`config.mk`:
```
export PLATFORM = sky130hd
export DESIGN_NAME = dac_ctrl
export DESIGN_NICKNAME = d
export VERILOG_FILES = /design/src/rtl/dac_pkg.sv /design/src/rtl/coef_engine.sv /design/src/rtl/dac_ctrl.sv
export SDC_FILE = /design/constraint.sdc
export NUM_CORES = 2
export LEC_CHECK = 0
export ABC_CLOCK_PERIOD_IN_PS = 6700
export BUFFER_PORTS_ARGS = -buffer_cell sky130_fd_sc_hd__buf_4
export CAP_MARGIN = 40
export CORE_UTILIZATION = 50
export CTS_CLUSTER_DIAMETER = 40
export CTS_CLUSTER_SIZE = 25
export DETAILED_ROUTE_END_ITERATION = 10
export GPL_ROUTABILITY_DRIVEN = 0
export PLACE_DENSITY = 0.67
export SLEW_MARGIN = 5
export SYNTH_ARGS = -nofsm -noshare
export SYNTH_HDL_FRONTEND = slang
export SYNTH_SLANG_ARGS = --single-unit
```
`constraint.sdc`:
```
create_clock -name mclk -period 6.7 [get_ports mclk]
set_clock_uncertainty 0.05 [all_clocks]
set_input_delay 1.34 -clock mclk [delete_from_list [all_inputs] [get_ports mclk]]
set_output_delay 1.34 -clock mclk [all_outputs]
set_load 0.05 [all_outputs]
```
`src/rtl/dac_pkg.sv`:
```
//------------------------------------------------------------
// Functional notes
//------------------------------------------------------------
package dac_pkg;
   // Register byte offsets
   localparam logic [7:0] OFF_CTRL      = 8'h00;
   localparam logic [7:0] OFF_COEF_ACC  = 8'h0A;
   localparam logic [7:0] OFF_COEF_STAT = 8'h0C;
   localparam logic [7:0] OFF_START     = 8'h0F;
   localparam logic [7:0] OFF_DAC0      = 8'h10;
   localparam logic [7:0] OFF_VECTOR    = 8'h21;
   // Fields
   localparam int         CTRL_TRIG_LSB = 5;
   localparam int         CTRL_MODE_LSB = 8;
   localparam logic [1:0] TRIG_EXT_ONLY = 2'h1;
   localparam int         STAT_DONE_BIT = 0;
   localparam int         STAT_BUSY_BIT = 1;
   localparam int         COEF_RD_BIT   = 15;
   localparam int         COEF_ADDR_LSB = 8;
   localparam int         START_BIT     = 0;
   localparam logic [15:0] RESET_VAL    = 16'h0000;
   // Conversion modes
   localparam logic [2:0] MODE_SGL_DAC      = 3'h1;
   localparam logic [2:0] MODE_SGL_WAVE     = 3'h3;
   localparam logic [2:0] MODE_SGL_WAVE_IRQ = 3'h4;
   localparam logic [2:0] MODE_CYC_ONCE     = 3'h6;
   localparam logic [2:0] MODE_CYC_ONCE_IRQ = 3'h7;
   // Sizes
   localparam int NUM_CH_DOC  = 8;
   localparam int DATA_W      = 16;
   localparam int WAVE_AW     = 11;
   localparam logic [10:0] WAVE_LAST = 11'h7FF;
   localparam logic [1:0]  WAIT_ONE  = 2'h1;
   localparam logic [1:0]  WAIT_NONE = 2'h0;
   // Timing
   localparam int CLK_NS          = 5;
   localparam int T_CONV_DELAY_NS = 6625;
   localparam int T_STAT_ACC_US   = 1000;
   localparam int T_COEF_RD_US    = 2500;
   localparam int T_COEF_WR_US    = 5000;
   localparam int CONV_DELAY_CYC  = (T_CONV_DELAY_NS + CLK_NS - 1) / CLK_NS;
   localparam int STAT_ACC_CYC    = T_STAT_ACC_US * 1000 / CLK_NS;
   localparam int COEF_RD_CYC     = T_COEF_RD_US * 1000 / CLK_NS;
   localparam int COEF_WR_CYC     = T_COEF_WR_US * 1000 / CLK_NS;
   // Carriers
   typedef struct packed {
      logic        sel_n;
      logic        intsel_n;
      logic        wr_n;
      logic [5:0]  addr;
      logic [1:0]  be_n;
      logic [15:0] wdata;
   } host_req_t;
   typedef struct packed {
      logic        ack_n;
      logic        data_oe_n;
      logic [15:0] rdata;
   } host_resp_t;
   typedef enum logic [1:0] {BS_IDLE = 2'b00, BS_WAIT = 2'b01, BS_HOLD = 2'b10} bus_state_t;
   typedef enum logic [1:0] {CV_IDLE = 2'b00, CV_DELAY = 2'b01, CV_ARMED = 2'b10} conv_state_t;
   typedef enum logic [1:0] {CE_IDLE = 2'b00, CE_RD = 2'b01, CE_WR = 2'b10, CE_STAT = 2'b11} coef_state_t;
endpackage : dac_pkg

```
`src/rtl/coef_engine.sv`:
```
`timescale 1ns/10ps
module coef_engine #(
   parameter int STAT_CYC = dac_pkg::STAT_ACC_CYC,
   parameter int RD_CYC   = dac_pkg::COEF_RD_CYC,
   parameter int WR_CYC   = dac_pkg::COEF_WR_CYC
) (
   // Clock and reset
   input  wire logic       mclk,
   input  wire logic       rst,
   // Requests
   input  wire logic       rd_req,
   input  wire logic       wr_req,
   input  wire logic       stat_rd,
   input  wire logic [6:0] addr,
   input  wire logic [7:0] wdata,
   // Status
   output logic [7:0]      rd_byte,
   output logic            rd_done,
   output logic            wr_busy
);
   import dac_pkg::*;
   localparam int CW = $clog2(WR_CYC + RD_CYC + STAT_CYC + 1);
   if (STAT_CYC < 1 || RD_CYC < 1 || WR_CYC < 1) $error("coef_engine: counts must be at least one");

   logic [7:0]  mem [128];
   coef_state_t ce_state;
   logic [CW-1:0] cnt_reg;
   logic [6:0]  addr_reg;
   logic [7:0]  wdata_reg;

   //------------------------------------------------------------
   // Sequencer
   //------------------------------------------------------------
   // Requests while busy are dropped; the host is expected to wait
   always_ff @(posedge mclk) begin
      if (rst) begin
         ce_state <= CE_IDLE;
         cnt_reg  <= '0;
         rd_done  <= 1'b0;
         wr_busy  <= 1'b0;
         rd_byte  <= '0;
         addr_reg <= '0;
         wdata_reg <= '0;
      end else begin
         unique case (ce_state)
            CE_IDLE: begin
               if (rd_req) begin
                  rd_done  <= 1'b0;
                  addr_reg <= addr;
                  cnt_reg  <= CW'(RD_CYC - 1);
                  ce_state <= CE_RD;
               end else if (wr_req) begin
                  wr_busy   <= 1'b1;
                  addr_reg  <= addr;
                  wdata_reg <= wdata;
                  cnt_reg   <= CW'(WR_CYC - 1);
                  ce_state  <= CE_WR;
               end else if (stat_rd) begin
                  cnt_reg  <= CW'(STAT_CYC - 1);
                  ce_state <= CE_STAT;
               end
            end
            default: begin
               if (cnt_reg != '0) begin
                  cnt_reg <= cnt_reg - 1'b1;
               end else begin
                  if (ce_state == CE_RD) begin
                     rd_byte <= mem[addr_reg];
                     rd_done <= 1'b1;
                  end
                  if (ce_state == CE_WR) begin
                     wr_busy <= 1'b0;
                  end
                  ce_state <= CE_IDLE;
               end
            end
         endcase
      end
   end

   always_ff @(posedge mclk) begin
      if (!rst && ce_state == CE_WR && cnt_reg == '0) begin
         mem[addr_reg] <= wdata_reg;
      end
   end
endmodule : coef_engine

```
`src/rtl/dac_ctrl.sv`:
```
`timescale 1ns/10ps
module dac_ctrl #(
   parameter int          NUM_CH      = dac_pkg::NUM_CH_DOC,
   parameter bit          DAC_ZERO_WS = 1'b0,
   parameter logic [7:0]  COEF_WR_KEY = 8'hA5,
   parameter int          STAT_CYC    = dac_pkg::STAT_ACC_CYC,
   parameter int          RD_CYC      = dac_pkg::COEF_RD_CYC,
   parameter int          WR_CYC      = dac_pkg::COEF_WR_CYC
) (
   // Clock and reset
   input  wire logic                     mclk,
   input  wire logic                     rst,
   // Carrier bus
   input  wire dac_pkg::host_req_t       bus_req,
   output dac_pkg::host_resp_t           bus_resp,
   output logic                          intreq0_n,
   // Triggers
   input  wire logic                     ext_trig_n,
   input  wire logic                     timer_tick,
   // Coefficient write enable code
   input  wire logic [7:0]               coef_key,
   // Waveform memory read port, data valid one cycle after address
   output logic [dac_pkg::WAVE_AW-1:0]   wave_addr,
   input  wire logic [NUM_CH*16-1:0]     wave_data,
   // Converters
   output logic [NUM_CH*16-1:0]          dac_out,
   output logic                          dac_load
);
   import dac_pkg::*;
   localparam int DW = $clog2(CONV_DELAY_CYC + 1);
   if (NUM_CH < 1 || NUM_CH > NUM_CH_DOC) $error("dac_ctrl: NUM_CH must be 1 to 8");

   //------------------------------------------------------------
   // Decoding
   //------------------------------------------------------------
   function automatic logic word_hit(input logic [5:0] a, input logic [7:0] off);
      word_hit = (a == off[6:1]);
   endfunction : word_hit

   function automatic logic dac_hit(input logic [5:0] a);
      dac_hit = (a[5:3] == OFF_DAC0[6:4]) && (int'(a[2:0]) < NUM_CH);
   endfunction : dac_hit

   function automatic logic [1:0] ws_of(input logic [5:0] a);
      ws_of = (DAC_ZERO_WS && dac_hit(a)) ? WAIT_NONE : WAIT_ONE;
   endfunction : ws_of

   //------------------------------------------------------------
   // Bus slave
   //------------------------------------------------------------
   bus_state_t  bus_state;
   host_req_t   req_reg;
   logic [1:0]  ws_cnt;
   logic        do_acc;
   logic        io_wr;
   logic        io_rd;
   logic        int_ack;
   logic        both_lanes;
   logic [15:0] rd_mux;

   // Request latched once; the carrier holds select until it sees ack
   always_ff @(posedge mclk) begin
      if (rst) begin
         bus_state <= BS_IDLE;
         req_reg   <= '0;
         ws_cnt    <= '0;
      end else begin
         unique case (bus_state)
            BS_IDLE: begin
               if (!bus_req.sel_n || !bus_req.intsel_n) begin
                  req_reg   <= bus_req;
                  ws_cnt    <= ws_of(bus_req.addr);
                  bus_state <= BS_WAIT;
               end
            end
            BS_WAIT: begin
               if (ws_cnt == '0) begin
                  bus_state <= BS_HOLD;
               end else begin
                  ws_cnt <= ws_cnt - 1'b1;
               end
            end
            BS_HOLD: begin
               if (bus_req.sel_n && bus_req.intsel_n) begin
                  bus_state <= BS_IDLE;
               end
            end
            default: bus_state <= BS_IDLE;
         endcase
      end
   end

   assign do_acc     = (bus_state == BS_WAIT) && (ws_cnt == '0);
   assign io_wr      = do_acc && !req_reg.sel_n && !req_reg.wr_n;
   assign io_rd      = do_acc && !req_reg.sel_n && req_reg.wr_n;
   assign int_ack    = do_acc && req_reg.sel_n && !req_reg.intsel_n;
   assign both_lanes = (req_reg.be_n == 2'b00);

   //------------------------------------------------------------
   // Registers
   //------------------------------------------------------------
   logic [15:0] ctrl_reg;
   logic [7:0]  vec_reg;
   logic [15:0] dac_reg [NUM_CH];
   logic [NUM_CH*16-1:0] dac_flat;
   logic [7:0]  coef_byte;
   logic        coef_done;
   logic        coef_busy;
   logic        coef_rd_req;
   logic        coef_wr_req;
   logic        stat_rd;

   always_ff @(posedge mclk) begin
      if (rst) begin
         ctrl_reg <= RESET_VAL;
      end else if (io_wr && word_hit(req_reg.addr, OFF_CTRL)) begin
         if (!req_reg.be_n[1]) ctrl_reg[15:8] <= req_reg.wdata[15:8];
         if (!req_reg.be_n[0]) ctrl_reg[7:0]  <= req_reg.wdata[7:0];
      end
   end

   always_ff @(posedge mclk) begin
      if (rst) begin
         vec_reg <= '0;
      end else if (io_wr && word_hit(req_reg.addr, OFF_VECTOR) && !req_reg.be_n[0]) begin
         vec_reg <= req_reg.wdata[7:0];
      end
   end

   // Byte-lane writes; one wait state unless the zero-wait variant is built
   for (genvar i = 0; i < NUM_CH; i++) begin : g_ch
      localparam logic [2:0] CH = 3'(i);
      always_ff @(posedge mclk) begin
         if (rst) begin
            dac_reg[i] <= RESET_VAL;
         end else if (io_wr && dac_hit(req_reg.addr) && req_reg.addr[2:0] == CH) begin
            if (!req_reg.be_n[1]) dac_reg[i][15:8] <= req_reg.wdata[15:8];
            if (!req_reg.be_n[0]) dac_reg[i][7:0]  <= req_reg.wdata[7:0];
         end
      end
      assign dac_flat[i*16 +: 16] = dac_reg[i];
   end

   // Coefficient access is 16-bit only; narrower writes are ignored
   assign coef_rd_req = io_wr && word_hit(req_reg.addr, OFF_COEF_ACC) && both_lanes
                        && req_reg.wdata[COEF_RD_BIT];
   assign coef_wr_req = io_wr && word_hit(req_reg.addr, OFF_COEF_ACC) && both_lanes
                        && !req_reg.wdata[COEF_RD_BIT] && (coef_key == COEF_WR_KEY);
   assign stat_rd     = io_rd && word_hit(req_reg.addr, OFF_COEF_STAT) && both_lanes;

   coef_engine #(
      .STAT_CYC (STAT_CYC),
      .RD_CYC   (RD_CYC),
      .WR_CYC   (WR_CYC)
   ) u_coef (
      .mclk     (mclk),
      .rst      (rst),
      .rd_req   (coef_rd_req),
      .wr_req   (coef_wr_req),
      .stat_rd  (stat_rd),
      .addr     (req_reg.wdata[COEF_ADDR_LSB +: 7]),
      .wdata    (req_reg.wdata[7:0]),
      .rd_byte  (coef_byte),
      .rd_done  (coef_done),
      .wr_busy  (coef_busy)
   );

   always_comb begin
      rd_mux = '0;
      if (int_ack || word_hit(req_reg.addr, OFF_VECTOR)) begin
         rd_mux = {8'h00, vec_reg};
      end else if (word_hit(req_reg.addr, OFF_COEF_STAT) && both_lanes) begin
         rd_mux = {coef_byte, 8'h00};
         rd_mux[STAT_BUSY_BIT] = coef_busy;
         rd_mux[STAT_DONE_BIT] = coef_done;
      end else if (word_hit(req_reg.addr, OFF_CTRL)) begin
         rd_mux = ctrl_reg;
      end
   end

   always_ff @(posedge mclk) begin
      if (rst) begin
         bus_resp <= '{ack_n: 1'b1, data_oe_n: 1'b1, rdata: '0};
      end else if (do_acc) begin
         bus_resp.ack_n     <= 1'b0;
         bus_resp.data_oe_n <= !(io_rd || int_ack);
         bus_resp.rdata     <= (io_rd || int_ack) ? rd_mux : '0;
      end else begin
         bus_resp.ack_n     <= 1'b1;
         bus_resp.data_oe_n <= 1'b1;
      end
   end

   //------------------------------------------------------------
   // Conversion sequencer
   //------------------------------------------------------------
   conv_state_t cv_state;
   logic [DW-1:0] delay_cnt;
   logic [1:0]  trig_field;
   logic [2:0]  mode;
   logic        ext_prev;
   logic        ext_edge;
   logic        ext_only;
   logic        sw_start;
   logic        go_evt;
   logic        step_evt;
   logic        is_sgl;
   logic        is_cyc;
   logic        conv_fire;
   logic        irq_set;

   assign trig_field = ctrl_reg[CTRL_TRIG_LSB +: 2];
   assign mode       = ctrl_reg[CTRL_MODE_LSB +: 3];
   assign ext_edge   = ext_prev && !ext_trig_n;
   assign ext_only   = (trig_field == TRIG_EXT_ONLY);
   assign sw_start   = io_wr && word_hit(req_reg.addr, OFF_START) && !req_reg.be_n[0]
                       && req_reg.wdata[START_BIT];
   assign go_evt     = (sw_start && !ext_only) || ext_edge;
   assign step_evt   = (timer_tick && !ext_only) || ext_edge;
   assign is_sgl     = (mode == MODE_SGL_DAC) || (mode == MODE_SGL_WAVE) || (mode == MODE_SGL_WAVE_IRQ);
   assign is_cyc     = (mode == MODE_CYC_ONCE) || (mode == MODE_CYC_ONCE_IRQ);
   assign conv_fire  = (cv_state == CV_DELAY) && (delay_cnt == '0);

   always_ff @(posedge mclk) begin
      if (rst) begin
         ext_prev <= 1'b1;
      end else begin
         ext_prev <= ext_trig_n;
      end
   end

   // Triggers during the settling delay are dropped, not queued
   always_ff @(posedge mclk) begin
      if (rst) begin
         cv_state  <= CV_IDLE;
         delay_cnt <= '0;
         wave_addr <= '0;
      end else begin
         unique case (cv_state)
            CV_IDLE: begin
               if (go_evt && (is_sgl || is_cyc)) begin
                  delay_cnt <= DW'(CONV_DELAY_CYC - 1);
                  wave_addr <= '0;
                  cv_state  <= CV_DELAY;
               end
            end
            CV_DELAY: begin
               if (delay_cnt != '0) begin
                  delay_cnt <= delay_cnt - 1'b1;
               end else if (is_cyc && wave_addr != WAVE_LAST) begin
                  wave_addr <= wave_addr + 1'b1;
                  cv_state  <= CV_ARMED;
               end else begin
                  cv_state  <= CV_IDLE;
               end
            end
            CV_ARMED: begin
               if (!is_cyc) begin
                  cv_state <= CV_IDLE;
               end else if (step_evt) begin
                  delay_cnt <= DW'(CONV_DELAY_CYC - 1);
                  cv_state  <= CV_DELAY;
               end
            end
            default: cv_state <= CV_IDLE;
         endcase
      end
   end

   // One wide register load keeps every converter in step
   always_ff @(posedge mclk) begin
      if (rst) begin
         dac_out  <= '0;
         dac_load <= 1'b0;
      end else begin
         dac_load <= conv_fire;
         if (conv_fire) begin
            dac_out <= (mode == MODE_SGL_DAC) ? dac_flat : wave_data;
         end
      end
   end

   //------------------------------------------------------------
   // Interrupt request
   //------------------------------------------------------------
   assign irq_set = conv_fire && ((mode == MODE_SGL_WAVE_IRQ)
                    || (mode == MODE_CYC_ONCE_IRQ && wave_addr == WAVE_LAST));

   // Set wins over acknowledge so a finishing cycle is never lost
   always_ff @(posedge mclk) begin
      if (rst) begin
         intreq0_n <= 1'b1;
      end else if (irq_set) begin
         intreq0_n <= 1'b0;
      end else if (int_ack) begin
         intreq0_n <= 1'b1;
      end
   end

   //------------------------------------------------------------
   // Checks
   //------------------------------------------------------------
   logic [DW-1:0] dly_seen;
   always_ff @(posedge mclk) begin
      if (rst || cv_state != CV_DELAY) begin
         dly_seen <= '0;
      end else begin
         dly_seen <= dly_seen + 1'b1;
      end
   end
endmodule : dac_ctrl

```
==> impl_metrics.ini <==
[die]
start_util = 0.506
die_x_um = 340
fp-row-count = 123
die_h_um = 340
num_io_pins = 326
core_sq_mm = 0.113
fp.dieArea_sq_mm = 0.115

[setup_path]
crit_arrival_ps = 4510
startpoint_type = register
critPathKind = register to register
cp.required_ps = 7040
slowest_stage = nor2_1
path_cells = or4_1 > and4bb_4 > nand3_4 > nor3_2 > buf_4 > nand3_1 > buf_16 > nor2_1
endpoint_kind = register
cp_max_fo = 14
critical-path-max-stage-delay_ps = 680

[sta]
grt_setup_unrepaired = no
hold_slack_ps = 424
tns_ps = 0
finalCriticalPeriod_ps = 4160
timing.final.crit_share = 0.621
slew-limit-headroom = 0.190
worstMarginPinSlew_ps = 1210
hold_viol_final = 0
fmax_mhz = 240
slew_viol_final = 0
setup_slack_ps = 2540
setup_viol = 0

[drt]
drtPass1Iterations = 6
route.vias.total = 36600
drc = 0
drt_iter0_drc = 4745
wl_per_cell_um = 29.1
drt_wl_total_um = 171000
viasPerCell = 6.25
ant_nets = 0

[global_route]
grt_pass1_wl_um = 247000
grt.overflow.total = 0
grt_use_total = 0.292
grt_pass1_vias = 35300
grt_max_degree = 227
antenna_found_initial = 11

[pwr]
p_switching_mw = 4.76
p_int_mw = 15.0
pwr-share-seq = 0.491
ir_worst_vdd_v = 0.000288
powerDensity_mw_per_mm2 = 295
p_leak_nw = 20.9
p_comb_frac = 0.046
power_mw = 19.8
power_frac_clock = 0.463
switching_share = 0.241

[run_status]
status = finished clean

[synth]
synth_top_area_cell = edfxtp_1
syn-num-nets = 4052
ys_types = 87
netlist_area_sq_mm = 0.0571
postSynth.asyncResetShare = 0
syn_inst = 3881
synth_edf_count = 1152
synth_top_flop_cell = edfxtp_1
ys_seq_area_frac = 0.703
synth_common_cells = edfxtp_1 (1152), nor2_1 (418), mux2i_1 (300)
yosys-top-cells-area = edfxtp_1 (61%), dfxtp_1 (9.7%), mux2i_1 (5.3%)
synth_top_area_share = 0.606
synth.avg_cell_area_sq_um = 14.7
yosysMostFrequentCell = edfxtp_1
yosys_warnings = 0
yosys_register_bits = 1428

[clock_tree]
cts-root-buf = clkbuf_16
cts-htree-levels = 4
cts_resized = 0
path_clk_slew_ps = 60
insertion_delay_ps = 790
post-cts-setup-buffers = 0
clockBufferDepth = 3
cts_hold_buffers = 0
cts_buffers = 162
cts_tree = done
cts.sinks = 1428

[cells_and_area]
area_delta_synth_final_pct = 17.8
layout-drive-gt1-share = 0.219
multiInputGateArea_sq_mm = 0.0158
regArea_sq_mm = 0.0402
final_cells = 5860
nFillCells = 8525
fin_util = 0.596
stdcell_area_sq_mm = 0.0672
fin_nets = 4383
largest_reg_flops = 1024

[place]
place_hpwl_um = 110000
pre_cts_ws_ps = 2360
portBuffers = 325
dp_cells = 5544
place_area_sq_mm = 0.0615

[run]
drv_cap = 0

[min_path]
hp-class = register to register
-- layout make-up --
type                    count  area share
well taps                1500      0.0279
clock buffers             171      0.0616
repair buffers            434      0.0545
inverters                  21     0.00117
flip-flops and latches   1428       0.598
clock inverters           133      0.0225
diodes                      8    0.000298
multi-input cells        2165       0.234
-- critical path, delay by kind of cell, from the launching register on --
family / cells / cell delay, ps
flip-flops: 1 / 360
buffers and inverters: 2 / 690
AND/OR/NAND/NOR: 6 / 2660
-- cell families after synthesis --
group / count (synthesis) / share of synthesized area
adders and majority gates: 4 / 0.000877
xor gates and xnor gates: 12 / 0.00184
AOI/OAI and AO/OA: 726 / 0.0887
DFF: 1428 / 0.703
buffers and inverters: 288 / 0.0215
and+or+nand+nor: 953 / 0.0787
muxes: 470 / 0.105
-- layer usage --
metal | share of wire | up-vias | global-route usage
li1 | - | 15700 | -
met2 | 0.46 | 2231 | 0.453
met4 | 0.056 | 0 | 0.149
met1 | 0.38 | 18200 | 0.386
met5 | 0 | - | 0
met3 | 0.10 | 473 | 0.0694
-- power groups by stage --
stage	Clock, mW	Combinational (mW)	Sequential [mW]
final	9.17	0.908	9.72
after global routing	9.62	0.988	9.72
after CTS	9.24	0.895	9.72
after detailed placement	0	0.886	9.91
after global placement	0	0.829	9.92
after floorplan	0	0.597	9.84
-- cell usage in the layout, fill, tap and decap left out, types with 20 or more instances in the layout --
master / netlist / layout
nand2_1: 182 / 182
dfxtp_1: 276 / 264
a221oi_1: 76 / 76
mux2_2: 74 / 74
mux2i_1: 300 / 300
clkbuf_16: 0 / 163
mux4_2: 96 / 96
and2_1: 132 / 131
nand3_1: 47 / 47
buf_4: 17 / 394
a211oi_1: 155 / 155
a22oi_1: 75 / 75
nand2b_1: 20 / 20
nor2_1: 418 / 415
a21oi_1: 134 / 134
a31oi_1: 22 / 22
o21ai_0: 93 / 93
inv_6: 0 / 32
nor3_1: 39 / 39
o22ai_1: 35 / 35
edfxtp_1: 1152 / 1152
-- worst paths after layout --
check	depth (start not counted)	start	end	slack [ps]
max	8	u_coef.cnt_reg[3]$_SDFFE_PP0P_	u_coef.mem[86][6]$_DFFE_PP_	2540
min	2	u_coef.cnt_reg[5]$_SDFFE_PP0P_	u_coef.cnt_reg[5]$_SDFFE_PP0P_	420
max reg2reg	8	u_coef.cnt_reg[3]$_SDFFE_PP0P_	u_coef.mem[86][6]$_DFFE_PP_	2540
min reg2reg	2	u_coef.cnt_reg[5]$_SDFFE_PP0P_	u_coef.cnt_reg[5]$_SDFFE_PP0P_	420
No activity file was read; power rests on OpenSTA's default activity.
